$ cat config.mk
export PLATFORM = sky130hd
export DESIGN_NAME = hsp_stream_port
export DESIGN_NICKNAME = d
export VERILOG_FILES = /design/src/hsp_pkg.sv /design/src/hsp_fifo.sv /design/src/hsp_ready_delay.sv /design/src/hsp_stream_port.sv
export VERILOG_INCLUDE_DIRS = /design/src
export SDC_FILE = /design/constraint.sdc
export NUM_CORES = 1
export LEC_CHECK = 0
export ABC_AREA = 0
export ABC_CLOCK_PERIOD_IN_PS = 7000
export BUFFER_PORTS_ARGS = -buffer_cell sky130_fd_sc_hd__buf_4
export CORE_MARGIN = 2
export CORE_UTILIZATION = 61
export CTS_BUF_LIST = sky130_fd_sc_hd__clkbuf_2
export CTS_CLUSTER_SIZE = 8
export DETAILED_ROUTE_END_ITERATION = 8
export PLACE_DENSITY = 0.82
export SLEW_MARGIN = 20
export SYNTH_ARGS = -nofsm -noshare
export SYNTH_HDL_FRONTEND = slang
export SYNTH_SLANG_ARGS = --single-unit
$ cat constraint.sdc
create_clock -name pclk -period 7 [get_ports pclk]
set_input_delay 0.7 -clock pclk [delete_from_list [all_inputs] [get_ports pclk]]
set_output_delay 0.7 -clock pclk [all_outputs]
set_load 0.02 [all_outputs]
$ cat src/hsp_defines.svh
`ifndef HSP_DEFINES_SVH
`define HSP_DEFINES_SVH

// Contract
// RULE1 - Input stream has a FIFO whose depth in words is a parameter.
// RULE2 - Ready latency sets cycles from ready low to refusal of new words.
// RULE3 - The data bus is split into symbols of parameter width.
// RULE4 - An option puts the first symbol in the high-order bits.
// RULE5 - Packet mode carries start and end of packet flags; else absent.
// RULE6 - Empty option carries the unused symbol count; else it is omitted.
// RULE7 - An option decides whether the input valid signal exists.
// RULE8 - An option decides whether the output ready signal exists.
// RULE9 - No channel and no error signals are implemented.
// RULE10 - Non-blocking input returns at once, success only if a word was there.
// RULE11 - Non-blocking output completes at once, success only if sink was ready.
// RULE12 - Blocking input stalls the caller until a valid word is taken.
// RULE13 - Blocking output stalls the caller until the sink accepts the word.
// RULE14 - In packet mode input access returns the word's packet flags.
// RULE15 - In packet mode output drives packet flags and empty with the word.
// RULE16 - One invocation may read many words from one stream over many cycles.
// RULE17 - Accesses to different streams have no fixed relative order.
// RULE18 - Caller holds start and arguments while busy; done held during stall.
// RULE19 - Missing valid means always valid; missing ready means always accepted.

`define HSP_ADDR_W          8
`define HSP_EMPTY_W         8

`define HSP_OFF_CTRL        8'h00
`define HSP_OFF_STATUS      8'h04
`define HSP_OFF_IN_SIDE     8'h08
`define HSP_OFF_OUT_SIDE    8'h0C
`define HSP_OFF_IN_BLK      8'h10
`define HSP_OFF_IN_TRY      8'h14
`define HSP_OFF_OUT_BLK     8'h18
`define HSP_OFF_OUT_TRY     8'h1C
`define HSP_OFF_COUNT       8'h20

`define HSP_CTRL_IN_EN      0
`define HSP_CTRL_FLUSH      1
`define HSP_CTRL_RESET      2'h1

`define HSP_STAT_IN_OK      0
`define HSP_STAT_OUT_OK     1
`define HSP_STAT_OUT_BUSY   2
`define HSP_STAT_IN_AVAIL   3
`define HSP_STAT_OVERFLOW   4
`define HSP_STAT_LEVEL_LSB  8

`define HSP_SIDE_SOP        0
`define HSP_SIDE_EOP        1
`define HSP_SIDE_EMPTY_LSB  8

`define HSP_CNT_OUT_LSB     16

`endif

$ cat src/hsp_pkg.sv
`default_nettype none
`include "hsp_defines.svh"

package hsp_pkg;

	typedef struct packed {
		logic                     sop;
		logic                     eop;
		logic [`HSP_EMPTY_W-1:0]  empty;
	} hsp_side_t;

	typedef enum logic [3:0] {
		HSP_REG_NONE     = 4'h0,
		HSP_REG_CTRL     = 4'h1,
		HSP_REG_STATUS   = 4'h2,
		HSP_REG_IN_SIDE  = 4'h3,
		HSP_REG_OUT_SIDE = 4'h4,
		HSP_REG_IN_BLK   = 4'h5,
		HSP_REG_IN_TRY   = 4'h6,
		HSP_REG_OUT_BLK  = 4'h7,
		HSP_REG_OUT_TRY  = 4'h8,
		HSP_REG_COUNT    = 4'h9
	} hsp_reg_t;

	typedef enum logic [1:0] {
		HSP_OUT_IDLE = 2'b00,
		HSP_OUT_HOLD = 2'b01
	} hsp_out_state_t;

endpackage

`default_nettype wire

$ cat src/hsp_fifo.sv
`timescale 1ns/1ps
`default_nettype none

module hsp_fifo
	import hsp_pkg::*;
#(
	parameter int WIDTH = 42,
	parameter int DEPTH = 8,
	parameter int CW    = $clog2(DEPTH + 1)
) (
	input  wire logic             pclk,
	input  wire logic             presetn,
	input  wire logic             flush,
	input  wire logic             push,
	input  wire logic [WIDTH-1:0] wdata,
	input  wire logic             pop,
	output logic      [WIDTH-1:0] rdata,
	output logic      [CW-1:0]    level,
	output logic                  full,
	output logic                  empty
);

	localparam int PW = (DEPTH > 1) ? $clog2(DEPTH) : 1;

	logic [WIDTH-1:0] mem [DEPTH];
	logic [PW-1:0]    wr_ptr;
	logic [PW-1:0]    rd_ptr;

	function automatic logic [PW-1:0] bump(input logic [PW-1:0] p);
		return (p == PW'(DEPTH - 1)) ? '0 : PW'(p + 1'b1);
	endfunction

	assign full  = (level == CW'(DEPTH));
	assign empty = (level == '0);
	assign rdata = mem[rd_ptr];

	always_ff @(posedge pclk) begin
		if (push && !full) begin
			mem[wr_ptr] <= wdata;
		end
	end

	always_ff @(posedge pclk or negedge presetn) begin
		if (!presetn) begin
			wr_ptr <= '0;
			rd_ptr <= '0;
			level  <= '0;
		end else if (flush) begin
			wr_ptr <= '0;
			rd_ptr <= '0;
			level  <= '0;
		end else begin
			if (push && !full) begin
				wr_ptr <= bump(wr_ptr);
			end
			if (pop && !empty) begin
				rd_ptr <= bump(rd_ptr);
			end
			level <= CW'(level + (push && !full) - (pop && !empty));
		end
	end

endmodule

`default_nettype wire

$ cat src/hsp_ready_delay.sv
`timescale 1ns/1ps
`default_nettype none

module hsp_ready_delay #(
	parameter int LATENCY = 0
) (
	input  wire logic pclk,
	input  wire logic presetn,
	input  wire logic ready_now,
	output logic      ready_late
);

	generate
		if (LATENCY == 0) begin : g_zero
			assign ready_late = ready_now;
		end else begin : g_pipe
			logic [LATENCY-1:0] hist;
			always_ff @(posedge pclk or negedge presetn) begin
				if (!presetn) begin
					hist <= '0;
				end else begin
					// The cast drops the oldest bit, so a latency of one works too.
					hist <= LATENCY'({hist, ready_now});
				end
			end
			assign ready_late = hist[LATENCY-1];
		end
	endgenerate

endmodule

`default_nettype wire

$ cat src/hsp_stream_port.sv
`timescale 1ns/1ps
`default_nettype none
`include "hsp_defines.svh"

module hsp_stream_port
	import hsp_pkg::*;
#(
	parameter int DATA_W                     = 32,
	parameter int symbol_width               = 8,
	parameter int FIFO_DEPTH                 = 8,
	parameter int READY_LATENCY              = 0,
	parameter bit msb_first_symbol_order     = 1'b0,
	parameter bit packet_mode_enable         = 1'b1,
	parameter bit unused_symbol_count_enable = 1'b1,
	parameter bit source_qualifier_enable    = 1'b1,
	parameter bit sink_backpressure_enable   = 1'b1
) (
	input  wire logic                   pclk,
	input  wire logic                   presetn,
	input  wire logic                   psel,
	input  wire logic                   penable,
	input  wire logic                   pwrite,
	input  wire logic [`HSP_ADDR_W-1:0] paddr,
	input  wire logic [31:0]            pwdata,
	output logic      [31:0]            prdata,
	output logic                        pready,
	output logic                        pslverr,
	input  wire logic [DATA_W-1:0]      in_data,
	input  wire logic                   in_valid,
	input  wire hsp_side_t              in_side,
	output logic                        in_ready,
	output logic      [DATA_W-1:0]      out_data,
	output logic                        out_valid,
	output hsp_side_t                   out_side,
	input  wire logic                   out_ready
);

	// The stream carries only data, valid, ready and packet sideband. [RULE9]

	localparam int SYMS = DATA_W / symbol_width;
	localparam int SW   = $bits(hsp_side_t);
	localparam int FW   = DATA_W + SW;
	localparam int CW   = $clog2(FIFO_DEPTH + 1);
	localparam logic [CW-1:0] IN_ROOM = CW'(FIFO_DEPTH - 1 - READY_LATENCY);

	hsp_reg_t         sel;
	logic             setup;
	logic             access;
	logic [1:0]       ctrl;
	logic             flush;
	hsp_side_t        out_side_cfg;
	hsp_side_t        in_side_last;
	logic             in_ok;
	logic             out_ok;
	logic             overflow;
	logic [15:0]      in_words;
	logic [15:0]      out_words;
	logic             in_ready_late;
	logic             in_take;
	logic             in_push;
	logic [FW-1:0]    fifo_wdata;
	logic [FW-1:0]    fifo_rdata;
	logic [CW-1:0]    fifo_level;
	logic             fifo_full;
	logic             fifo_empty;
	logic             in_avail;
	logic             in_pop;
	logic             out_allowed;
	logic             out_ready_late;
	logic             out_fire;
	logic             out_is_try;
	hsp_out_state_t   out_state;
	hsp_out_state_t   next_out_state;
	logic             out_start;
	logic [DATA_W-1:0] head_data;
	hsp_side_t        head_side;

	// Symbol reordering is its own inverse, so one function serves both ways.
	function automatic logic [DATA_W-1:0] sym_order(
		input logic [DATA_W-1:0] w
	);
		logic [DATA_W-1:0] r;
		r = w;
		if (msb_first_symbol_order) begin // [RULE4]
			for (int i = 0; i < SYMS; i++) begin // [RULE3]
				r[i*symbol_width +: symbol_width] =
					w[(SYMS-1-i)*symbol_width +: symbol_width];
			end
		end
		return r;
	endfunction

	// Drops whichever sideband fields the configuration leaves out.
	function automatic hsp_side_t side_mask(input hsp_side_t s);
		hsp_side_t r;
		r = '0;
		if (packet_mode_enable) begin // [RULE5]
			r.sop = s.sop;
			r.eop = s.eop;
			if (unused_symbol_count_enable) begin // [RULE6]
				r.empty = s.empty;
			end
		end
		return r;
	endfunction

	assign setup  = psel && !penable;
	assign access = psel && penable;

	always_comb begin
		case (paddr)
			`HSP_OFF_CTRL:     sel = HSP_REG_CTRL;
			`HSP_OFF_STATUS:   sel = HSP_REG_STATUS;
			`HSP_OFF_IN_SIDE:  sel = HSP_REG_IN_SIDE;
			`HSP_OFF_OUT_SIDE: sel = HSP_REG_OUT_SIDE;
			`HSP_OFF_IN_BLK:   sel = HSP_REG_IN_BLK;
			`HSP_OFF_IN_TRY:   sel = HSP_REG_IN_TRY;
			`HSP_OFF_OUT_BLK:  sel = HSP_REG_OUT_BLK;
			`HSP_OFF_OUT_TRY:  sel = HSP_REG_OUT_TRY;
			`HSP_OFF_COUNT:    sel = HSP_REG_COUNT;
			default:           sel = HSP_REG_NONE;
		endcase
	end

	// Input side.

	// Ready leaves room for every word the source may still send during
	// the latency window, so a well-behaved source never overflows. [RULE2]
	assign in_ready = ctrl[`HSP_CTRL_IN_EN] && !flush &&
		(fifo_level <= IN_ROOM);

	hsp_ready_delay #(
		.LATENCY (READY_LATENCY)
	) u_in_delay (
		.pclk       (pclk),
		.presetn    (presetn),
		.ready_now  (in_ready),
		.ready_late (in_ready_late)
	);

	// Without a valid pin every cycle in the ready window is a word. [RULE7]
	assign in_take = in_ready_late &&
		(source_qualifier_enable ? in_valid : 1'b1); // [RULE19]
	assign in_push    = in_take && !fifo_full;
	assign fifo_wdata = {side_mask(in_side), in_data}; // [RULE14]

	hsp_fifo #(
		.WIDTH (FW),
		.DEPTH (FIFO_DEPTH),
		.CW    (CW)
	) u_in_fifo ( // [RULE1]
		.pclk    (pclk),
		.presetn (presetn),
		.flush   (flush),
		.push    (in_push),
		.wdata   (fifo_wdata),
		.pop     (in_pop),
		.rdata   (fifo_rdata),
		.level   (fifo_level),
		.full    (fifo_full),
		.empty   (fifo_empty)
	);

	assign head_data = fifo_rdata[DATA_W-1:0];
	assign head_side = fifo_rdata[FW-1:DATA_W];
	assign in_avail  = !fifo_empty;

	// Each read of a blocking or trying address pops at most one word, so
	// a caller may pull many words from the stream in sequence. [RULE16]
	assign in_pop = access && !pwrite && in_avail &&
		(sel == HSP_REG_IN_BLK || sel == HSP_REG_IN_TRY);

	always_ff @(posedge pclk or negedge presetn) begin
		if (!presetn) begin
			in_ok        <= 1'b0;
			in_side_last <= '0;
		end else if (access && !pwrite && sel == HSP_REG_IN_TRY) begin
			in_ok <= in_avail; // [RULE10]
			if (in_avail) begin
				in_side_last <= head_side; // [RULE14]
			end
		end else if (in_pop) begin
			in_ok        <= 1'b1; // [RULE12]
			in_side_last <= head_side;
		end
	end

	// Output side.

	hsp_ready_delay #(
		.LATENCY (READY_LATENCY)
	) u_out_delay (
		.pclk       (pclk),
		.presetn    (presetn),
		.ready_now  (out_ready),
		.ready_late (out_ready_late)
	);

	// Valid is only raised where the sink's ready permits a transfer, so a
	// raised valid is always an accepted word. [RULE2]
	assign out_allowed = sink_backpressure_enable ?
		out_ready_late : 1'b1; // [RULE8] [RULE19]
	assign out_fire    = (out_state == HSP_OUT_HOLD) && out_allowed;
	assign out_valid   = out_fire;
	assign out_start   = setup && pwrite &&
		(sel == HSP_REG_OUT_BLK || sel == HSP_REG_OUT_TRY);

	always_comb begin
		next_out_state = out_state;
		case (out_state)
			HSP_OUT_IDLE: begin
				if (out_start) begin
					next_out_state = HSP_OUT_HOLD;
				end
			end
			HSP_OUT_HOLD: begin
				if (out_fire || (access && out_is_try)) begin
					next_out_state = HSP_OUT_IDLE;
				end
			end
			default: next_out_state = HSP_OUT_IDLE;
		endcase
	end

	always_ff @(posedge pclk or negedge presetn) begin
		if (!presetn) begin
			out_state <= HSP_OUT_IDLE;
		end else begin
			out_state <= next_out_state;
		end
	end

	// Word and sideband are latched together in the setup cycle. [RULE15]
	always_ff @(posedge pclk or negedge presetn) begin
		if (!presetn) begin
			out_data   <= '0;
			out_side   <= '0;
			out_is_try <= 1'b0;
		end else if (out_start && out_state == HSP_OUT_IDLE) begin
			out_data   <= sym_order(pwdata[DATA_W-1:0]);
			out_side   <= side_mask(out_side_cfg); // [RULE15]
			out_is_try <= (sel == HSP_REG_OUT_TRY);
		end
	end

	always_ff @(posedge pclk or negedge presetn) begin
		if (!presetn) begin
			out_ok <= 1'b0;
		end else if (access && pwrite && out_state == HSP_OUT_HOLD) begin
			if (out_is_try) begin
				out_ok <= out_allowed; // [RULE11]
			end else if (out_fire) begin
				out_ok <= 1'b1; // [RULE13]
			end
		end
	end

	// Registers.

	always_ff @(posedge pclk or negedge presetn) begin
		if (!presetn) begin
			ctrl         <= `HSP_CTRL_RESET;
			out_side_cfg <= '0;
		end else if (access && pwrite) begin
			if (sel == HSP_REG_CTRL) begin
				ctrl <= pwdata[1:0];
			end else begin
				ctrl[`HSP_CTRL_FLUSH] <= 1'b0;
			end
			if (sel == HSP_REG_OUT_SIDE) begin
				out_side_cfg.sop   <= pwdata[`HSP_SIDE_SOP];
				out_side_cfg.eop   <= pwdata[`HSP_SIDE_EOP];
				out_side_cfg.empty <=
					pwdata[`HSP_SIDE_EMPTY_LSB +: `HSP_EMPTY_W];
			end
		end else begin
			ctrl[`HSP_CTRL_FLUSH] <= 1'b0;
		end
	end

	// Flush is a one-cycle effect of writing the flush bit.
	assign flush = ctrl[`HSP_CTRL_FLUSH];

	// A word arriving while the clear is written still sets the flag.
	always_ff @(posedge pclk or negedge presetn) begin
		if (!presetn) begin
			overflow <= 1'b0;
		end else if (in_take && fifo_full) begin
			overflow <= 1'b1;
		end else if (access && pwrite && sel == HSP_REG_STATUS &&
				pwdata[`HSP_STAT_OVERFLOW]) begin
			overflow <= 1'b0;
		end
	end

	// Both streams count independently; neither waits for the other. [RULE17]
	always_ff @(posedge pclk or negedge presetn) begin
		if (!presetn) begin
			in_words  <= '0;
			out_words <= '0;
		end else begin
			if (access && pwrite && sel == HSP_REG_COUNT) begin
				in_words  <= 16'(in_push);
				out_words <= 16'(out_fire);
			end else begin
				in_words  <= 16'(in_words + in_push);
				out_words <= 16'(out_words + out_fire);
			end
		end
	end

	// Blocking addresses hold the bus in its access phase until the word
	// moves; this is the caller's stall. [RULE12] [RULE13]
	always_comb begin
		pready = 1'b1;
		if (access) begin
			if (sel == HSP_REG_IN_BLK && !pwrite) begin
				pready = in_avail;
			end else if (sel == HSP_REG_OUT_BLK && pwrite) begin
				pready = out_fire;
			end
		end
	end

	assign pslverr = access && (sel == HSP_REG_NONE);

	always_comb begin
		prdata = '0;
		case (sel)
			HSP_REG_CTRL: begin
				prdata[`HSP_CTRL_IN_EN] = ctrl[`HSP_CTRL_IN_EN];
			end
			HSP_REG_STATUS: begin
				prdata[`HSP_STAT_IN_OK]    = in_ok;
				prdata[`HSP_STAT_OUT_OK]   = out_ok;
				prdata[`HSP_STAT_OUT_BUSY] = (out_state == HSP_OUT_HOLD);
				prdata[`HSP_STAT_IN_AVAIL] = in_avail;
				prdata[`HSP_STAT_OVERFLOW] = overflow;
				prdata[`HSP_STAT_LEVEL_LSB +: CW] = fifo_level;
			end
			HSP_REG_IN_SIDE: begin
				prdata[`HSP_SIDE_SOP] = in_side_last.sop;
				prdata[`HSP_SIDE_EOP] = in_side_last.eop;
				prdata[`HSP_SIDE_EMPTY_LSB +: `HSP_EMPTY_W] =
					in_side_last.empty;
			end
			HSP_REG_OUT_SIDE: begin
				prdata[`HSP_SIDE_SOP] = out_side_cfg.sop;
				prdata[`HSP_SIDE_EOP] = out_side_cfg.eop;
				prdata[`HSP_SIDE_EMPTY_LSB +: `HSP_EMPTY_W] =
					out_side_cfg.empty;
			end
			HSP_REG_IN_BLK, HSP_REG_IN_TRY: begin
				if (in_avail) begin
					prdata[DATA_W-1:0] = sym_order(head_data);
				end
			end
			HSP_REG_COUNT: begin
				prdata[15:0] = in_words;
				prdata[`HSP_CNT_OUT_LSB +: 16] = out_words;
			end
			default: prdata = '0;
		endcase
	end

endmodule

`default_nettype wire

==> results by group, run 1 <==
Outcome
  • Status: finished clean

Power
  • Switching share of power: 0.232
  • Power per standard cell area: 226 mW/mm^2
  • Clock share of power: 0.353
  • Pleak: 8.14 nW
  • Maximum vdd drop: 0.144 mV
  • Int Power: 3.73 mW
  • Psw: 1.13 mW
  • Seq pwr share: 0.596
  • Comb pwr share: 0.051

Critical path
  • CP endpoint: prdata[5]
  • CP Launch Type: flip-flop
  • CP Depth: 5
  • CP Data Required Time: 6.30 ns
  • CP max stage delay: 0.99 ns
  • Crit path DAT: 3.79 ns
  • Sequence of cells on the critical path: buf_4 -> mux4_2 -> mux2i_1 -> o21ai_0 -> buf_4
  • Crit Path Class: flip-flop to primary output
  • RR Startpoint: ctrl[1]$_DFF_PN0_
  • CP Max Fanout: 44
  • R2R Path End: u_in_fifo.mem[5][26]$_DFFE_PP_
  • Slowest cell on crit path: dfrtp_4
  • Setup crit end kind: primary output
  • Crit-path leading delay family: flip-flops
  • Worst reg-to-reg path cell count: 7
  • Reg2Reg Setup Slack: 3.33 ns
  • CP startpoint: u_in_fifo.rd_ptr[1]$_DFFE_PN0P_
  • Most frequent CP cell: buf_4
  • WP buf/inv: 2

Synthesis
  • Register area share after synthesis: 0.716
  • Ys flop type: edfxtp_1
  • Mapped Cells: 1,009
  • EDFF count, synth: 336
  • Avg Cell Area, Syn: 17.8 sq um
  • Yosys reg bits: 447
  • Post-Syn Area: 0.0180 sq mm
  • Netlist cell types: 50
  • Synth Net Count: 1,114
  • Yosys warns: 0
  • Ys async rst share: 0.248

STA
  • Fin crit share: 0.641
  • Worst rel slew slack: 0.356
  • Hold_ws: 0.0435 ns
  • Final-report hold violation count: 0
  • Final Skew: 0.0517 ns
  • Setup WS post-layout: 2.51 ns
  • Final setup fails: 0
  • Final Max Slew Viols: 0
  • RSZ-0062 raised after global routing: no
  • Max frequency: 223 MHz
  • Worst Max-Slew Pin Slew: 0.960 ns
  • Setup TNS: 0 ns
  • Final worst path period need: 4.49 ns

Clocking
  • Clock Path Buffers: 3
  • Post_cts resized: 0
  • Post-CTS setup buffer count: 0
  • CTS tree: built
  • Cts hold-fix bufs: 74
  • CTS sink cnt: 447
  • Htree depth: 3
  • Clock-pin slew on the worst setup and hold paths: 0.11 ns
  • Root buffer cell: clkbuf_2
  • Num CTS Buffers: 104
  • Clk_lat worst skew: 0.92 ns

Layout
  • Post-layout nets: 1,431
  • Final core utilization: 0.744
  • Area grow syn2layout: 19.5%
  • Share of cells above drive strength 1: 0.362
  • Layout Cells excl Fill: 1,794
  • Register area: 0.0129 sq mm
  • Multi-input logic area: 0.00489 sq mm
  • # fillers: 1,757

Detailed routing
  • Drt total wl: 39,600 microns
  • Drt first pass iters: 7
  • WL/cell: 22.1 microns
  • Vias/cell: 5.83
  • DRC viols: 0
  • DRT iter0 DRCs: 991
  • Routed Antenna Nets: 0
  • Vias: 10.5k

Place
  • Dpl cells: 1,529
  • Placement Setup Slack: 2.74 ns
  • GPL Wtd Cong: 0.839
  • PortBufs: 166
  • Dpl hpwl: 23,600 microns

GRT
  • Total grt overflow: 0
  • GRT Util Overall: 0.261
  • First-pass GRT wire length: 60,200 microns
  • Largest net degree at the start of global routing: 65
  • Initial antenna violation count: 1
  • Number of global-route vias before repair: 10.7k

Floorplanning
  • Initial Utilization: 0.623
  • Core Region: 0.0289 sq mm
  • Die area: 0.0308 sq mm
  • Io pins: 167
  • Die X: 176 microns
  • Site row count: 62
  • Die height: 176 microns

Min path
  • Cell depth of the worst hold path: 3
  • Hold Crit Class: input pin to flip-flop

Run
  • Max_cap viols: 0
-- cells by family after synthesis --
kind of cell / Yosys count / share of synthesized area
adder cells (fa/ha/maj): 16 / 0.0116
buffers and inverters: 60 / 0.0148
AO/OA/AOI/OAI: 84 / 0.0270
flip-flops: 447 / 0.716
multiplexers: 185 / 0.166
XOR/XNOR: 30 / 0.0146
AND/OR/NAND/NOR: 187 / 0.0502
-- power by group through the flow --
stage	clock (mW)	sequential (mW)	combinational (mW)
2_1_floorplan	0	2.95	0.0996
6_report	1.71	2.89	0.249
3_3_place_gp	0	2.96	0.199
5_1_grt	1.89	2.90	0.278
4_1_cts	1.75	2.90	0.240
3_5_place_dp	0	2.96	0.205
-- metrics by stage --
stage                     power (mW)  cell area, sq um
after global placement          3.15             19700
after detailed placement        3.16             19700
after floorplan                 3.05             18000
after CTS                       4.89             21400
after global routing            5.07             21500
final                           4.86             21500
-- sequential cells by signal, indices dropped and copies added (netlist names) --
name and cells:
ctrl 2, in_ok 1, in_side_last 10, in_words 16, out_data 32, out_is_try 1, out_ok 1, out_side 10
out_side_cfg 10, out_state 1, out_words 16, overflow 1, u_in_fifo.level 4, u_in_fifo.mem 336, u_in_fifo.rd_ptr 3, u_in_fifo.wr_ptr 3
-- worst register-to-register path, stage by stage, from the launching register on --
cell,delay [ns]
dfrtp_1,0.55
nand2b_1,0.23
a21oi_1,0.25
nand3_1,0.38
inv_1,0.30
nand2_1,0.25
nor3b_4,0.68
buf_4,0.63
-- routing by layer --
metal  vias up  share of wire  global-route usage
met5         -              0                   0
met1      5231           0.40               0.357
met2       495           0.49               0.419
met4         0          0.029               0.104
met3        79          0.081              0.0561
li1       4652              -                   -
-- synth_stat cells (all sizes together), types with 3 or more instances --
library cell / count / area, sq um
mux2: 57 / 642
xnor2: 11 / 96.3
clkbuf: 26 / 97.6
o21ai: 45 / 225
and2: 4 / 25.0
nor3: 13 / 76.3
and3: 9 / 56.3
inv: 11 / 41.3
nor2: 48 / 180
edfxtp: 336 / 10100
nand2: 65 / 244
a22o: 3 / 26.3
a22oi: 12 / 90.1
nor2b: 5 / 31.3
dfrtp: 110 / 2750
xor2: 19 / 166
o22ai: 4 / 25.0
ha: 15 / 188
or3: 5 / 31.3
nand3: 19 / 95.1
mux2i: 44 / 440
nand4: 4 / 25.0
a21oi: 14 / 70.1
buf: 23 / 128
mux4: 84 / 1890
-- worst min-delay path by stage --
stage                                 from                           to
2_1_floorplan                      presetn            ctrl[1]$_DFF_PN0_
3_3_place_gp   in_side_last[6]$_DFFE_PN0P_  in_side_last[6]$_DFFE_PN0P_
3_5_place_dp   in_side_last[9]$_DFFE_PN0P_  in_side_last[9]$_DFFE_PN0P_
4_1_cts                           in_valid         overflow$_DFFE_PN0P_
5_1_grt                           in_valid         overflow$_DFFE_PN0P_
6_report                          in_valid         overflow$_DFFE_PN0P_
-- cells in the final DEF, fill, tap and decap left out, drive strengths merged, types with 19 or more instances in the layout --
cell type,instances
dfrtp,110
nor2,48
mux4,84
xor2,19
clkinv,30
nand3,19
mux2,57
buf,186
edfxtp,336
dlygate4sd3,74
nand2,65
mux2i,44
o21ai,45
clkbuf,151
-- final cells by class --
cell class              instances  share of cell area
flip-flops and latches        447               0.600
inverters                      11             0.00192
clock inverters                38              0.0124
multi-input cells             502               0.228
well taps                     384              0.0224
repair buffers                260               0.100
diodes                          1            0.000117
clock buffers                 151              0.0352
No activity file was read; power rests on OpenSTA's default activity.
==> run 2: changes to the inputs <==
- ABC_CLOCK_PERIOD_IN_PS: 7000 -> 4059
- CORE_UTILIZATION: 61 -> 55
- PLACE_DENSITY: 0.82 -> 0.78
- clock period: 7 -> 4.06 ns (I/O delays scaled with it)
==> results by group, run 2 (same netlist as run 1, synthesis figures left out) <==
Outcome
  • Status: finished clean

Clocking
  • Cts hold-fix bufs: 88
  • Post-CTS setup buffer count: 0
  • Clk_lat worst skew: 1.01 ns
  • CTS tree: built
  • Clock-pin slew on the worst setup and hold paths: 0.10 ns
  • Post_cts resized: 0
  • Clock Path Buffers: 3
  • CTS sink cnt: 447
  • Num CTS Buffers: 106
  • Htree depth: 3
  • Root buffer cell: clkbuf_2

Critical path
  • CP Launch Type: flip-flop
  • Setup crit end kind: primary output
  • CP Data Required Time: 3.65 ns
  • Sequence of cells on the critical path: buf_12 -> mux4_2 -> mux2i_1 -> o21ai_0 -> buf_4
  • Crit path DAT: 3.29 ns
  • Crit Path Class: flip-flop to primary output
  • CP max stage delay: 0.82 ns
  • CP Max Fanout: 32
  • Slowest cell on crit path: dfrtp_4

STA
  • Final Max Slew Viols: 0
  • Final worst path period need: 3.70 ns
  • Final Skew: 0.0820 ns
  • Max frequency: 270 MHz
  • Final-report hold violation count: 0
  • Setup TNS: 0 ns
  • Final setup fails: 0
  • RSZ-0062 raised after global routing: no
  • Worst rel slew slack: 0.330
  • Fin crit share: 0.911
  • Worst Max-Slew Pin Slew: 1.01 ns

Layout
  • Most frequent cells in the layout: edfxtp_1 (336), buf_4 (195), clkbuf_2 (161)
  • Largest Register: u_in_fifo.mem
  • Top flop regs: u_in_fifo.mem: 336 flops, out_data: 32 flops
  • Register area: 0.0129 sq mm
  • # fillers: 2,221
  • Finished Cell Area: 0.0218 sq mm
  • Post-layout nets: 1,457
  • Share of cells above drive strength 1: 0.364
  • Max reg flops: 336
  • Area grow syn2layout: 21.2%
  • Multi-input logic area: 0.00490 sq mm
  • Layout Cells excl Fill: 1,889
  • Most common cell after layout, fill and taps aside: edfxtp_1

Detailed routing
  • DRT iter0 DRCs: 756
  • DRC viols: 0
  • Drt first pass iters: 5
  • Drt total wl: 40,200 microns
  • WL/cell: 21.3 microns
  • Vias/cell: 5.58
  • Vias: 10.5k
  • Routed Antenna Nets: 0

Power
  • Maximum vdd drop: 0.203 mV
  • Pleak: 8.27 nW
  • Power per standard cell area: 384 mW/mm^2

Place
  • Dpl hpwl: 24,800 microns
  • GPL Wtd Cong: 0.876
  • PortBufs: 166
  • Dpl cells: 1,598
  • Cell Area, Placed: 0.0199 sq mm

Floorplanning
  • Die X: 185 microns
  • Die area: 0.0341 sq mm
  • Site row count: 66
  • Core Region: 0.0324 sq mm
  • Die height: 185 microns
  • Initial Utilization: 0.555
  • Io pins: 167

GRT
  • GRT Util Overall: 0.244
  • Largest net degree at the start of global routing: 72
  • Initial antenna violation count: 3
  • Total grt overflow: 0
  • Number of global-route vias before repair: 11.1k
  • First-pass GRT wire length: 61,800 microns

Run
  • Max_cap viols: 0

Min path
  • Hold Crit Class: input pin to async pin
-- run 2: power by group --
group / switching, mW / leakage (nW) / internal (mW) / total (mW)
clock: 1.75 / 0.765 / 1.19 / 2.94
combinational: 0.210 / 2.96 / 0.217 / 0.428
sequential: 0.0482 / 4.54 / 4.95 / 5.00
total: 2.01 / 8.27 / 6.36 / 8.37
-- run 2: cell type report --
class,instances,area share
clock buffers,161,0.0370
clock inverters,39,0.00983
flip-flops and latches,447,0.592
well taps,442,0.0254
repair buffers,284,0.109
inverters,11,0.00190
multi-input cells,502,0.225
diodes,3,0.000345
-- run 2: through the flow --
step,worst slack (ns),hold slack (ns),utilization,power (mW)
CTS,0.187,0.0209,0.672,8.46
global route,0.109,0.0776,0.673,8.72
global placement,0.849,0.469,0.614,5.45
finish,0.360,0.0694,0.673,8.37
detailed placement,0.748,0.484,0.614,5.46
floorplan,-1.37,0.110,-,5.26
-- run 2: worst max-delay path, delay by kind of cell, from the launching register on --
family,cells,cell delay [ns]
AOI/OAI and AO/OA,1,0.12
buffers and inverters,2,0.53
DFF,1,0.82
muxes,2,0.81
-- run 2: metal layers --
metal  global-route usage  part of all wire
met3               0.0561             0.074
met5                    0                 0
met1                0.311              0.41
met4                0.114             0.032
met2                0.402              0.49
-- run 2: path summary, 6_finish.rpt --
check	cells past startpoint	slack, ns	startpoint	endpoint
max in group asynchronous	3	3.05	presetn	out_data[7]$_DFFE_PN0P_
setup reg to reg	13	0.82	u_in_fifo.level[3]$_DFF_PN0_	in_words[12]$_DFF_PN0_
hold / removal	2	0.07	presetn	out_data[30]$_DFFE_PN0P_
hold reg to reg	1	0.51	out_data[11]$_DFFE_PN0P_	out_data[11]$_DFFE_PN0P_
setup / recovery	5	0.36	u_in_fifo.rd_ptr[1]$_DFFE_PN0P_	prdata[1]
min in group pclk	5	0.10	paddr[6]	in_words[0]$_DFF_PN0_
==> run 3: changes to the inputs <==
- CORE_UTILIZATION: 55 -> 40
- PLACE_DENSITY: 0.78 -> not set
==> results by group, run 3 (same netlist as run 1, synthesis figures left out) <==
Outcome
  • Status: finished clean

Layout
  • Largest Register: u_in_fifo.mem
  • Final core utilization: 0.506
  • Post-layout nets: 1,507
  • Finished Cell Area: 0.0224 sq mm
  • Multi-input logic area: 0.00490 sq mm
  • # fillers: 3,811
  • Register area: 0.0129 sq mm
  • Share of cells above drive strength 1: 0.370
  • Most common cell after layout, fill and taps aside: edfxtp_1
  • Top flop regs: u_in_fifo.mem: 336 flops, out_data: 32 flops
  • Max reg flops: 336
  • Most frequent cells in the layout: edfxtp_1 (336), buf_4 (198), clkbuf_2 (181)
  • Area grow syn2layout: 24.9%
  • Layout Cells excl Fill: 2,082

Min path
  • Hold Crit Class: input pin to flip-flop

Detailed routing
  • DRT iter0 DRCs: 686
  • DRC viols: 0
  • Vias/cell: 5.08
  • Drt total wl: 42,500 microns
  • WL/cell: 20.4 microns
  • Routed Antenna Nets: 0
  • Vias: 10.6k
  • Drt first pass iters: 5

Clocking
  • Clock Path Buffers: 3
  • Clock-pin slew on the worst setup and hold paths: 0.11 ns
  • Post_cts resized: 0
  • Clk_lat worst skew: 1.06 ns
  • CTS sink cnt: 447
  • Num CTS Buffers: 112
  • Htree depth: 3
  • CTS tree: built
  • Root buffer cell: clkbuf_2

Floorplanning
  • Site row count: 77
  • Die area: 0.0466 sq mm
  • Core Region: 0.0443 sq mm
  • Initial Utilization: 0.405
  • Die height: 216 microns
  • Io pins: 167
  • Die X: 216 microns

Critical path
  • Setup crit end kind: primary output
  • Slowest cell on crit path: or3_1
  • Crit-path leading delay family: simple AND/OR/NAND/NOR gates
  • Sequence of cells on the critical path: inv_1 -> ha_1 -> and2_1 -> or3_1 -> buf_4 -> o21ai_0 -> buf_4
  • Crit path DAT: 3.26 ns
  • Most frequent CP cell: buf_4
  • CP Launch Type: flip-flop
  • CP Max Fanout: 19
  • CP Data Required Time: 3.65 ns
  • WP buf/inv: 3
  • Crit Path Class: flip-flop to primary output
  • CP max stage delay: 0.64 ns

GRT
  • GRT Util Overall: 0.185
  • Total grt overflow: 0
  • Number of global-route vias before repair: 11.1k
  • Largest net degree at the start of global routing: 56
  • Initial antenna violation count: 2
  • First-pass GRT wire length: 65,100 microns

Place
  • Dpl cells: 1,746
  • GPL Wtd Cong: 0.826
  • Cell Area, Placed: 0.0201 sq mm
  • Placement Setup Slack: 0.587 ns
  • Dpl hpwl: 26,300 microns
  • PortBufs: 166

STA
  • Worst Max-Slew Pin Slew: 0.815 ns
  • Hold_ws: 0.144 ns
  • Worst rel slew slack: 0.456
  • Setup TNS: 0 ns
  • Final-report hold violation count: 0
  • Final worst path period need: 3.67 ns
  • Fin crit share: 0.904
  • Max frequency: 273 MHz
  • Final setup fails: 0
  • Final Skew: 0.0480 ns
  • Setup WS post-layout: 0.391 ns
  • Final Max Slew Viols: 0
  • RSZ-0062 raised after global routing: no

Power
  • Power per standard cell area: 377 mW/mm^2
  • Pleak: 8.51 nW
  • Maximum vdd drop: 0.198 mV
  • Pwr Total: 8.47 mW

Run
  • Max_cap viols: 0
run 3: worst paths after layout:
kind,end,startpoint,slack (ns),depth (start not counted)
max in group asynchronous,out_data[7]$_DFFE_PN0P_,presetn,2.55,4
hold / removal,u_in_fifo.mem[6][30]$_DFFE_PP_,in_data[30],0.14,2
setup reg to reg,in_words[14]$_DFF_PN0_,ctrl[1]$_DFF_PN0_,0.90,11
min in group asynchronous,out_side_cfg[1]$_DFFE_PN0P_,presetn,0.56,4
hold reg to reg,in_side_last[5]$_DFFE_PN0P_,in_side_last[5]$_DFFE_PN0P_,0.49,2
setup / recovery,prdata[22],u_in_fifo.level[2]$_DFF_PN0_,0.39,7
run 3: power breakdown:
group	internal [mW]	leakage, nW	total (mW)	switching [mW]
clock network	1.24	0.807	3.01	1.77
registers	4.95	4.54	4.99	0.0435
logic	0.241	3.16	0.458	0.217
total	6.43	8.51	8.47	2.03
run 3: layout make-up:
class,instances,share of cell area
Sequential cell,447,0.574
Multi-Input combinational cell,502,0.219
Timing Repair Buffer,328,0.126
Clock buffer,181,0.0404
Tap cell,592,0.0330
Clock inverter,19,0.00546
Inverter,11,0.00184
Antenna cell,2,0.000223
run 3: timing repair:
item | 4_1_cts | 5_1_grt
hold buffers | 125 | 0
setup buffers | 0 | 9
endpoints found under the hold margin | 544 | 0
setup endpoints to repair | 0 | 1
run 3: layer usage:
metal,wire [microns],part of all wire,vias to the layer above,track usage
li1,-,-,4814,-
met1,19200,0.45,5372,0.251
met2,20300,0.48,314,0.296
met3,2100,0.049,72,0.0447
met4,882,0.021,0,0.0626
met5,0,0,-,0
